[src/rtl/gpio_pkg.sv]
// Constants, register map and carrier types for the pin function block.
// Assumes a 32-bit APB master and full 32-bit byte addresses.
package gpio_pkg;

    localparam int NUM_PORTS     = 4;
    localparam int PINS_PER_PORT = 8;
    localparam int NUM_PINS      = 32;
    localparam int NUM_EXT_IRQ   = 6;

    // Register byte addresses, index is the port number
    localparam logic [3:0][31:0] FSEL_ADDR = {
        32'hffff0d0c, 32'hffff0d08, 32'hffff0d04, 32'hffff0d00};
    localparam logic [3:0][31:0] DATA_ADDR = {
        32'hffff0d50, 32'hffff0d40, 32'hffff0d30, 32'hffff0d20};
    localparam logic [3:0][31:0] SET_ADDR = {
        32'hffff0d54, 32'hffff0d44, 32'hffff0d34, 32'hffff0d24};
    localparam logic [3:0][31:0] CLR_ADDR = {
        32'hffff0d58, 32'hffff0d48, 32'hffff0d38, 32'hffff0d28};
    localparam logic [3:0][31:0] PAR_ADDR = {
        32'hffff0d5c, 32'hffff0d4c, 32'hffff0d3c, 32'hffff0d2c};

    // Reset values
    localparam logic [3:0][31:0] FSEL_RST = {
        32'h11111111, 32'h00000000, 32'h00000000, 32'h00000000};
    localparam logic [3:0][31:0] PAR_RST = {
        32'h00222222, 32'h00000000, 32'h00000000, 32'h20000000};

    // Function register: two selector bits per pin nibble
    localparam logic [31:0] FSEL_MASK  = 32'h33333333;
    localparam int          FSEL_PITCH = 4;
    localparam int          PULL_PITCH = 4;

    // Data register fields
    localparam int DIR_LSB   = 24;
    localparam int DOUT_LSB  = 16;
    localparam int STRAP_LSB = 8;
    localparam int DIN_LSB   = 0;

    // Selector codes
    localparam logic [1:0] SEL_GPIO = 2'h0;
    localparam logic [1:0] SEL_ALT1 = 2'h1;
    localparam logic [1:0] SEL_ALT2 = 2'h2;
    localparam logic [1:0] SEL_PLA  = 2'h3;

    // Pin function map, bit 8*port+pin
    localparam logic [31:0] ALT1_AVAIL = 32'h0c3033ff;
    localparam logic [31:0] ALT2_AVAIL = 32'h0000133c;
    localparam logic [31:0] PLA_OUT    = 32'hff30c00c;

    // Pins that carry an external interrupt under selector 00
    localparam logic [5:0][4:0] IRQ_PIN = {
        5'h1b, 5'h1a, 5'h16, 5'h13, 5'h11, 5'h10};

    typedef struct packed {
        logic [31:0] paddr;
        logic        psel;
        logic        penable;
        logic        pwrite;
        logic [31:0] pwdata;
    } apb_req_t;

    typedef struct packed {
        logic [31:0] prdata;
        logic        pready;
        logic        pslverr;
    } apb_rsp_t;

    typedef struct packed {
        logic [3:0][31:0] fsel;
        logic [3:0][31:0] par;
        logic [31:0]      pull_applied;
        logic [31:0]      dir;
        logic [31:0]      dout;
        logic [31:0]      strap;
        logic [31:0]      pin_in;
        logic [31:0]      pad_out;
        logic [31:0]      pad_oe_n;
        logic [31:0]      pull_dis;
        logic [31:0]      prdata;
        logic             pslverr;
    } gpio_state_t;

endpackage

[src/rtl/gpio_port_function_select.sv]
// Pin function multiplexer and port registers for four 8-pin ports.
// Assumes an APB master on clk, pads sampled synchronously to clk, and
// peripherals that present per-pin output and enable for codes 01 and 10.
//
// Operation
// - Thirty-two pins in four ports of eight, each port with own registers.
// - After reset pins are plain I/O unless the port reset value differs.
// - Live sampled pin levels always readable in the data register.
// - Pad to logic array input path is always active for every pin.
// - In power-saving mode pins hold level, direction and pull; input routing follows the selector.
// - Function register: pin n selector at bits 4n+1:4n, rest reserved.
// - Code 00 is plain I/O; codes 01 and 10 pick peripheral signals.
// - Code 11 picks logic array; some code 00 pins feed interrupts.
// - A code without mapped function connects no peripheral to the pin.
// - Port 3 selectors reset to 01, ports 0 to 2 reset to 00.
// - Data: direction 31:24, output 23:16, reset strap 15:8, input 7:0.
`timescale 1ns/1ps
`default_nettype none

module gpio_port_function_select (
    // Clock and reset
    input  wire logic              clk,
    input  wire logic              srst,
    // Register bus
    input  wire gpio_pkg::apb_req_t apb_req,
    output gpio_pkg::apb_rsp_t      apb_rsp,
    // Power mode
    input  wire logic              power_save,
    // Pads
    input  wire logic [31:0]       pad_in,
    output logic [31:0]            pad_out,
    output logic [31:0]            pad_oe_n,
    output logic [31:0]            pull_disable,
    // Peripheral functions, codes 01 and 10
    input  wire logic [31:0]       alt1_out,
    input  wire logic [31:0]       alt1_oe,
    input  wire logic [31:0]       alt2_out,
    input  wire logic [31:0]       alt2_oe,
    output logic [31:0]            alt1_in,
    output logic [31:0]            alt2_in,
    // Logic array and interrupts
    input  wire logic [31:0]       logic_array_output,
    output logic [31:0]            logic_array_input,
    output logic [5:0]             external_interrupt_input
);

    gpio_pkg::gpio_state_t s;
    gpio_pkg::gpio_state_t next_s;

    logic setup;
    logic wr;
    logic [1:0] sel [gpio_pkg::NUM_PINS];
    logic [31:0] mux_drive;
    logic [31:0] mux_val;

    // Gather the pull-up disable bits, one per pin nibble
    function automatic logic [7:0] pull_bits(input logic [31:0] par);
        logic [7:0] r;
        r = 8'h00;
        for (int k = 0; k < gpio_pkg::PINS_PER_PORT; k++) begin
            r[k] = par[k * gpio_pkg::PULL_PITCH];
        end
        return r;
    endfunction

    // Reset image of the whole state
    function automatic gpio_pkg::gpio_state_t reset_state();
        gpio_pkg::gpio_state_t r;
        r = '0;
        r.fsel = gpio_pkg::FSEL_RST;
        r.par  = gpio_pkg::PAR_RST;
        for (int p = 0; p < gpio_pkg::NUM_PORTS; p++) begin
            r.pull_applied[p*8 +: 8] = pull_bits(gpio_pkg::PAR_RST[p]);
        end
        r.pull_dis = r.pull_applied;
        r.pad_oe_n = '1;
        return r;
    endfunction

    assign setup = apb_req.psel && !apb_req.penable;
    assign wr    = apb_req.psel && apb_req.penable && apb_req.pwrite;

    // Per-pin selector, pad mux and peripheral inputs
    genvar gi;
    generate
        for (gi = 0; gi < gpio_pkg::NUM_PINS; gi++) begin : g_pin
            localparam int PORT = gi / gpio_pkg::PINS_PER_PORT;
            localparam int POS  = gi % gpio_pkg::PINS_PER_PORT;
            logic drive;
            logic val;
            assign sel[gi] =
                s.fsel[PORT][POS * gpio_pkg::FSEL_PITCH +: 2];
            always_comb begin
                case (sel[gi])
                    gpio_pkg::SEL_GPIO: begin
                        drive = s.dir[gi];
                        val   = s.dout[gi];
                    end
                    gpio_pkg::SEL_ALT1: begin
                        drive = gpio_pkg::ALT1_AVAIL[gi]
                                & alt1_oe[gi];
                        val   = alt1_out[gi];
                    end
                    gpio_pkg::SEL_ALT2: begin
                        drive = gpio_pkg::ALT2_AVAIL[gi]
                                & alt2_oe[gi];
                        val   = alt2_out[gi];
                    end
                    gpio_pkg::SEL_PLA: begin
                        drive = gpio_pkg::PLA_OUT[gi];
                        val   = logic_array_output[gi];
                    end
                    default: begin
                        drive = 1'b0;
                        val   = 1'b0;
                    end
                endcase
            end
            assign mux_drive[gi] = drive;
            assign mux_val[gi]   = val;
            // Peripheral inputs only where the map gives that function
            assign alt1_in[gi] = (sel[gi] == gpio_pkg::SEL_ALT1)
                & gpio_pkg::ALT1_AVAIL[gi] & s.pin_in[gi];
            assign alt2_in[gi] = (sel[gi] == gpio_pkg::SEL_ALT2)
                & gpio_pkg::ALT2_AVAIL[gi] & s.pin_in[gi];
        end
    endgenerate

    // Interrupt pins pass only while in plain I/O mode
    genvar gq;
    generate
        for (gq = 0; gq < gpio_pkg::NUM_EXT_IRQ; gq++) begin : g_irq
            localparam int PIN = gpio_pkg::IRQ_PIN[gq];
            assign external_interrupt_input[gq] =
                (sel[PIN] == gpio_pkg::SEL_GPIO) & s.pin_in[PIN];
        end
    endgenerate

    always_comb begin
        next_s        = s;
        next_s.pin_in = pad_in;

        // Register writes take effect in the access phase
        if (wr) begin
            for (int p = 0; p < gpio_pkg::NUM_PORTS; p++) begin
                if (apb_req.paddr == gpio_pkg::FSEL_ADDR[p]) begin
                    next_s.fsel[p] = apb_req.pwdata & gpio_pkg::FSEL_MASK;
                end
                if (apb_req.paddr == gpio_pkg::PAR_ADDR[p]) begin
                    next_s.par[p] = apb_req.pwdata;
                end
                if (apb_req.paddr == gpio_pkg::DATA_ADDR[p]) begin
                    next_s.dir[p*8 +: 8] =
                        apb_req.pwdata[gpio_pkg::DIR_LSB +: 8];
                    next_s.dout[p*8 +: 8] =
                        apb_req.pwdata[gpio_pkg::DOUT_LSB +: 8];
                    // Parameters only reach the pads here
                    next_s.pull_applied[p*8 +: 8] = pull_bits(s.par[p]);
                end
                if (apb_req.paddr == gpio_pkg::SET_ADDR[p]) begin
                    next_s.dout[p*8 +: 8] = s.dout[p*8 +: 8]
                        | apb_req.pwdata[gpio_pkg::DOUT_LSB +: 8];
                end
                if (apb_req.paddr == gpio_pkg::CLR_ADDR[p]) begin
                    next_s.dout[p*8 +: 8] = s.dout[p*8 +: 8]
                        & ~apb_req.pwdata[gpio_pkg::DOUT_LSB +: 8];
                end
            end
        end

        // Read data captured in the setup cycle, so prdata is a flop
        if (setup) begin
            next_s.prdata  = '0;
            next_s.pslverr = 1'b1;
            for (int p = 0; p < gpio_pkg::NUM_PORTS; p++) begin
                if (apb_req.paddr == gpio_pkg::FSEL_ADDR[p]) begin
                    next_s.prdata  = s.fsel[p] & gpio_pkg::FSEL_MASK;
                    next_s.pslverr = 1'b0;
                end
                if (apb_req.paddr == gpio_pkg::PAR_ADDR[p]) begin
                    next_s.prdata  = s.par[p];
                    next_s.pslverr = 1'b0;
                end
                if (apb_req.paddr == gpio_pkg::DATA_ADDR[p]) begin
                    next_s.prdata[gpio_pkg::DIR_LSB +: 8]   = s.dir[p*8 +: 8];
                    next_s.prdata[gpio_pkg::DOUT_LSB +: 8]  = s.dout[p*8 +: 8];
                    next_s.prdata[gpio_pkg::STRAP_LSB +: 8] = s.strap[p*8 +: 8];
                    // Live level whatever the selector says
                    next_s.prdata[gpio_pkg::DIN_LSB +: 8]   = s.pin_in[p*8 +: 8];
                    next_s.pslverr = 1'b0;
                end
                // Set and clear are write-only, read as zero
                if (apb_req.paddr == gpio_pkg::SET_ADDR[p]
                    || apb_req.paddr == gpio_pkg::CLR_ADDR[p]) begin
                    next_s.pslverr = 1'b0;
                end
            end
        end

        // Pad mux; frozen in power-saving mode so pins keep their state
        if (!power_save) begin
            next_s.pad_oe_n = ~mux_drive;
            next_s.pad_out  = mux_drive & mux_val;
            next_s.pull_dis = s.pull_applied;
        end
    end

    always_ff @(posedge clk) begin
        if (srst) begin
            s <= reset_state();
            // Pin levels seen during reset, kept for readback
            s.strap <= pad_in;
        end else begin
            s <= next_s;
        end
    end

    // Ungated so the array sees pins in every mode
    assign logic_array_input = s.pin_in;

    assign pad_out      = s.pad_out;
    assign pad_oe_n     = s.pad_oe_n;
    assign pull_disable = s.pull_dis;

    // Zero wait states: ready throughout the access phase
    assign apb_rsp.pready  = apb_req.psel && apb_req.penable;
    assign apb_rsp.prdata  = s.prdata;
    assign apb_rsp.pslverr = s.pslverr && apb_req.psel && apb_req.penable;

endmodule

`default_nettype wire

[config.mk]
export PLATFORM = sky130hd
export DESIGN_NAME = gpio_port_function_select
export DESIGN_NICKNAME = d
export VERILOG_FILES = /design/src/rtl/gpio_pkg.sv /design/src/rtl/gpio_port_function_select.sv
export SDC_FILE = /design/constraint.sdc
export NUM_CORES = 1
export LEC_CHECK = 0
export BUFFER_PORTS_ARGS = -buffer_cell sky130_fd_sc_hd__buf_2
export CELL_PAD_IN_SITES_DETAIL_PLACEMENT = 2
export CELL_PAD_IN_SITES_GLOBAL_PLACEMENT = 2
export CORE_UTILIZATION = 29
export DETAILED_ROUTE_END_ITERATION = 12
export PLACE_DENSITY = 0.82
export SYNTH_ARGS = -nofsm -noshare
export SYNTH_HDL_FRONTEND = slang
export SYNTH_SLANG_ARGS = --single-unit
[constraint.sdc]
create_clock -name clk -period 2.98 [get_ports clk]
set_input_delay 0.894 -clock clk [delete_from_list [all_inputs] [get_ports clk]]
set_output_delay 0.894 -clock clk [all_outputs]
set_load 0.02 [all_outputs]
==> flow_summary_export.csv <==
group,metric,value,unit
setup_path,required,3.53,ns
global_route,grt_pass1_vias,22700,
yosys,synth_cells,2672,
power_and_ir_drop,power_density,547,mW/mm²
yosys,netlist_top_cells_area,"dfxtp_1 40%, nand2_1 10%, a21oi_1 7.8%, buf_4 7.2%, edfxtp_1 4.3%",
layout,fin_util,0.356,
setup_path,cp_data_arrival_time,3.39,ns
power_and_ir_drop,ir_drop,0.000411,V
routing,detail-route-antenna-nets,0,
yosys,synthXorXnorAreaFrac,0.000392,
timing,rsz0062_at_grt,"false",
timing,max-slew-margin-rel,0.147,
layout,postLayoutCellArea,0.0271,mm²
yosys,muxShareOfSynthArea,0.0466,
setup_path,cp-end-kind,"flop",
cts,cts_root_buffer,"clkbuf_16",
cts,clock_latency,0.65,ns
power_and_ir_drop,p_leak,10.3,nW
routing,dr.pass1.iters,5,
routing,post_drt_wl_per_cell,26.9,µm
cts,htreeDepth,2,
yosys,synth.cell_area,0.0223,mm²
yosys,synth_ff_type,"dfxtp_1",
timing,hold_violations,0,
timing,whs,0.448,ns
floorplanning,rows,101,
cts,cts_sinks,481,
yosys,yosysTopAreaCell,"dfxtp_1",
setup_path,startpoint_type,"primary input",
placement,place_area,0.0251,mm²
global_route,grt_pass1_wl,156,mm
timing,fin_crit,2.84,ns
cts,clockBufferDepth,3,
floorplanning,core_area,0.0761,mm²
timing,finalCritPeriodShare,0.953,
status,status,"finished clean",
placement,io_buffer_count,371,
timing,worst_slew_pin_slew,1.27,ns
cts,clk_pin_slew,0.06,ns
yosys,synthAdderAreaFrac,0,
cts,cts_setup_buffers,0,
power_and_ir_drop,p_total,14.8,mW
routing,drt_iter0_drc,1691,
yosys,yosys_warnings,0,
placement,dp.cells,3891,
hold_path,hp-class,"primary input to flop",
setup_path,ff2ff_setup_slack,1.01,ns
yosys,synth_top_family_by_area,"simple AND/OR/NAND/NOR gates",
yosys,seq_area_frac_synth,0.446,
yosys,synth_async_sr_flop_share,0,
layout,drive_gt1_frac,0.238,
layout,layout.cells.non_filler,3998,
floorplanning,fp.dieArea,0.0781,mm²
floorplanning,die_x,279,µm
yosys,yosysMostFrequentCell,"nand2_1",
yosys,ys_top_cells_by_count,"610 x nand2_1, 449 x dfxtp_1, 348 x a21oi_1, 213 x buf_4, 157 x clkbuf_1",
routing,drt-total-wl,108,mm
routing,viasPerCell,5.42,
global_route,grt_usage,0.270,
yosys,synth_area_per_cell,8.36,µm²
yosys,ys_types,68,
timing,slew_viol_final,0,
placement,hpwl,79.7,mm
setup_path,critPathKind,"primary input to flop",
timing,setup_viol,0,
timing,skew,0.0332,ns
layout,area_growth,21.2,%
placement,gp_congestion,0.927,
routing,vias,21700,
cts,cts_buffers,55,
yosys,synthSimpleGateAreaFrac,0.206,
global_route,grt_overflow,0,
routing,drc,0,
cts,cts_tree,"built",
job,maxCapViolCount,0,
yosys,yosysTopAreaCellShare,0.403,
timing,clock.fmax,352,MHz
yosys,synth_compound_area_frac,0.192,
floorplanning,ios,494,
global_route,antenna_found_initial,10,
floorplanning,start_util,0.293,
layout,nets,3180,
yosys,synth_edf_count,32,
setup_path,critPathMaxFanout,10,
floorplanning,die_h,279,µm
yosys,synth_seq_cells,481,
global_route,grt_max_degree,118,
## final timing paths
path	startpoint	to	cells after the start
worst min-delay path	pad_in[22]	next_s[183]	1
worst min register to register	s[279]	s[279]	2
worst max register to register	s[442]	apb_rsp[27]	6
worst max-delay path	apb_req[64]	s[285]	13
## layer usage
metal | GRT usage | routed length, µm | vias up
met2 | 0.470 | 53000 | 839
met4 | 0.107 | 4610 | 6
met5 | 0 | 34 | -
li1 | - | - | 9556
met1 | 0.332 | 43200 | 11100
met3 | 0.0410 | 6750 | 182
## sequential cells by signal, indices dropped and copies added, names as in the netlist
name	flops
apb_rsp	32
logic_array_input	32
next_s	32
pad_oe_n	32
pad_out	32
pull_disable	32
s	289
## logic make-up after synthesis
logic type	count (synthesis)
AND/OR/NAND/NOR	1002
AO/OA/AOI/OAI	684
flip-flops	481
buffers and inverters	419
multiplexers	84
XOR/XNOR	1
other	1
## where the power goes
part	switching (mW)	leakage, nW	internal [mW]
registers	0.0760	3.94	6.58
logic	0.587	5.42	0.268
clock network	2.94	0.943	4.35
## cells in the final DEF, fill, tap and decap left out, types with 41 or more instances in the layout
cell type,netlist,layout
dfxtp_1,449,449
buf_2,40,369
o21ai_0,65,65
nor2_1,154,153
mux2i_1,68,68
a21oi_1,348,348
conb_1,1,41
buf_4,213,162
nor2b_1,47,47
clkbuf_16,0,57
nand2_1,610,610
## critical path, stage by stage
cell,delay (ns)
buf_2,0.10
nand4_1,0.11
buf_4,0.21
buf_4,0.16
nor4_4,0.26
buf_4,0.26
buf_4,0.16
nand4_1,0.18
buf_4,0.22
nor2_2,0.29
buf_4,0.23
nand2_1,0.13
a21oi_1,0.17
## final cells by class
class / count / area [µm²]
antenna: 4 / 10.0
tap: 1030 / 1290
clock buffer: 87 / 1670
sequential: 481 / 9950
fill: 8641 / 49000
multi-input combinational: 1812 / 10100
timing repair buffer: 566 / 3750
clock inverter: 16 / 245
inverter: 2 / 7.51
## metrics by stage
stage	setup WS, ns	setup TNS, ns
final	0.140	0
after global routing	0.116	0
after floorplan	0.00286	0
after global placement	-0.537	-32.83
after CTS	0.0507	0
after detailed placement	-0.608	-56.65
## what timing repair did
item                       CTS  global route
setup endpoints to repair    2             3
gates resized for setup      2             3
hold buffers                 0             0
No activity file was read; power rests on OpenSTA's default activity.
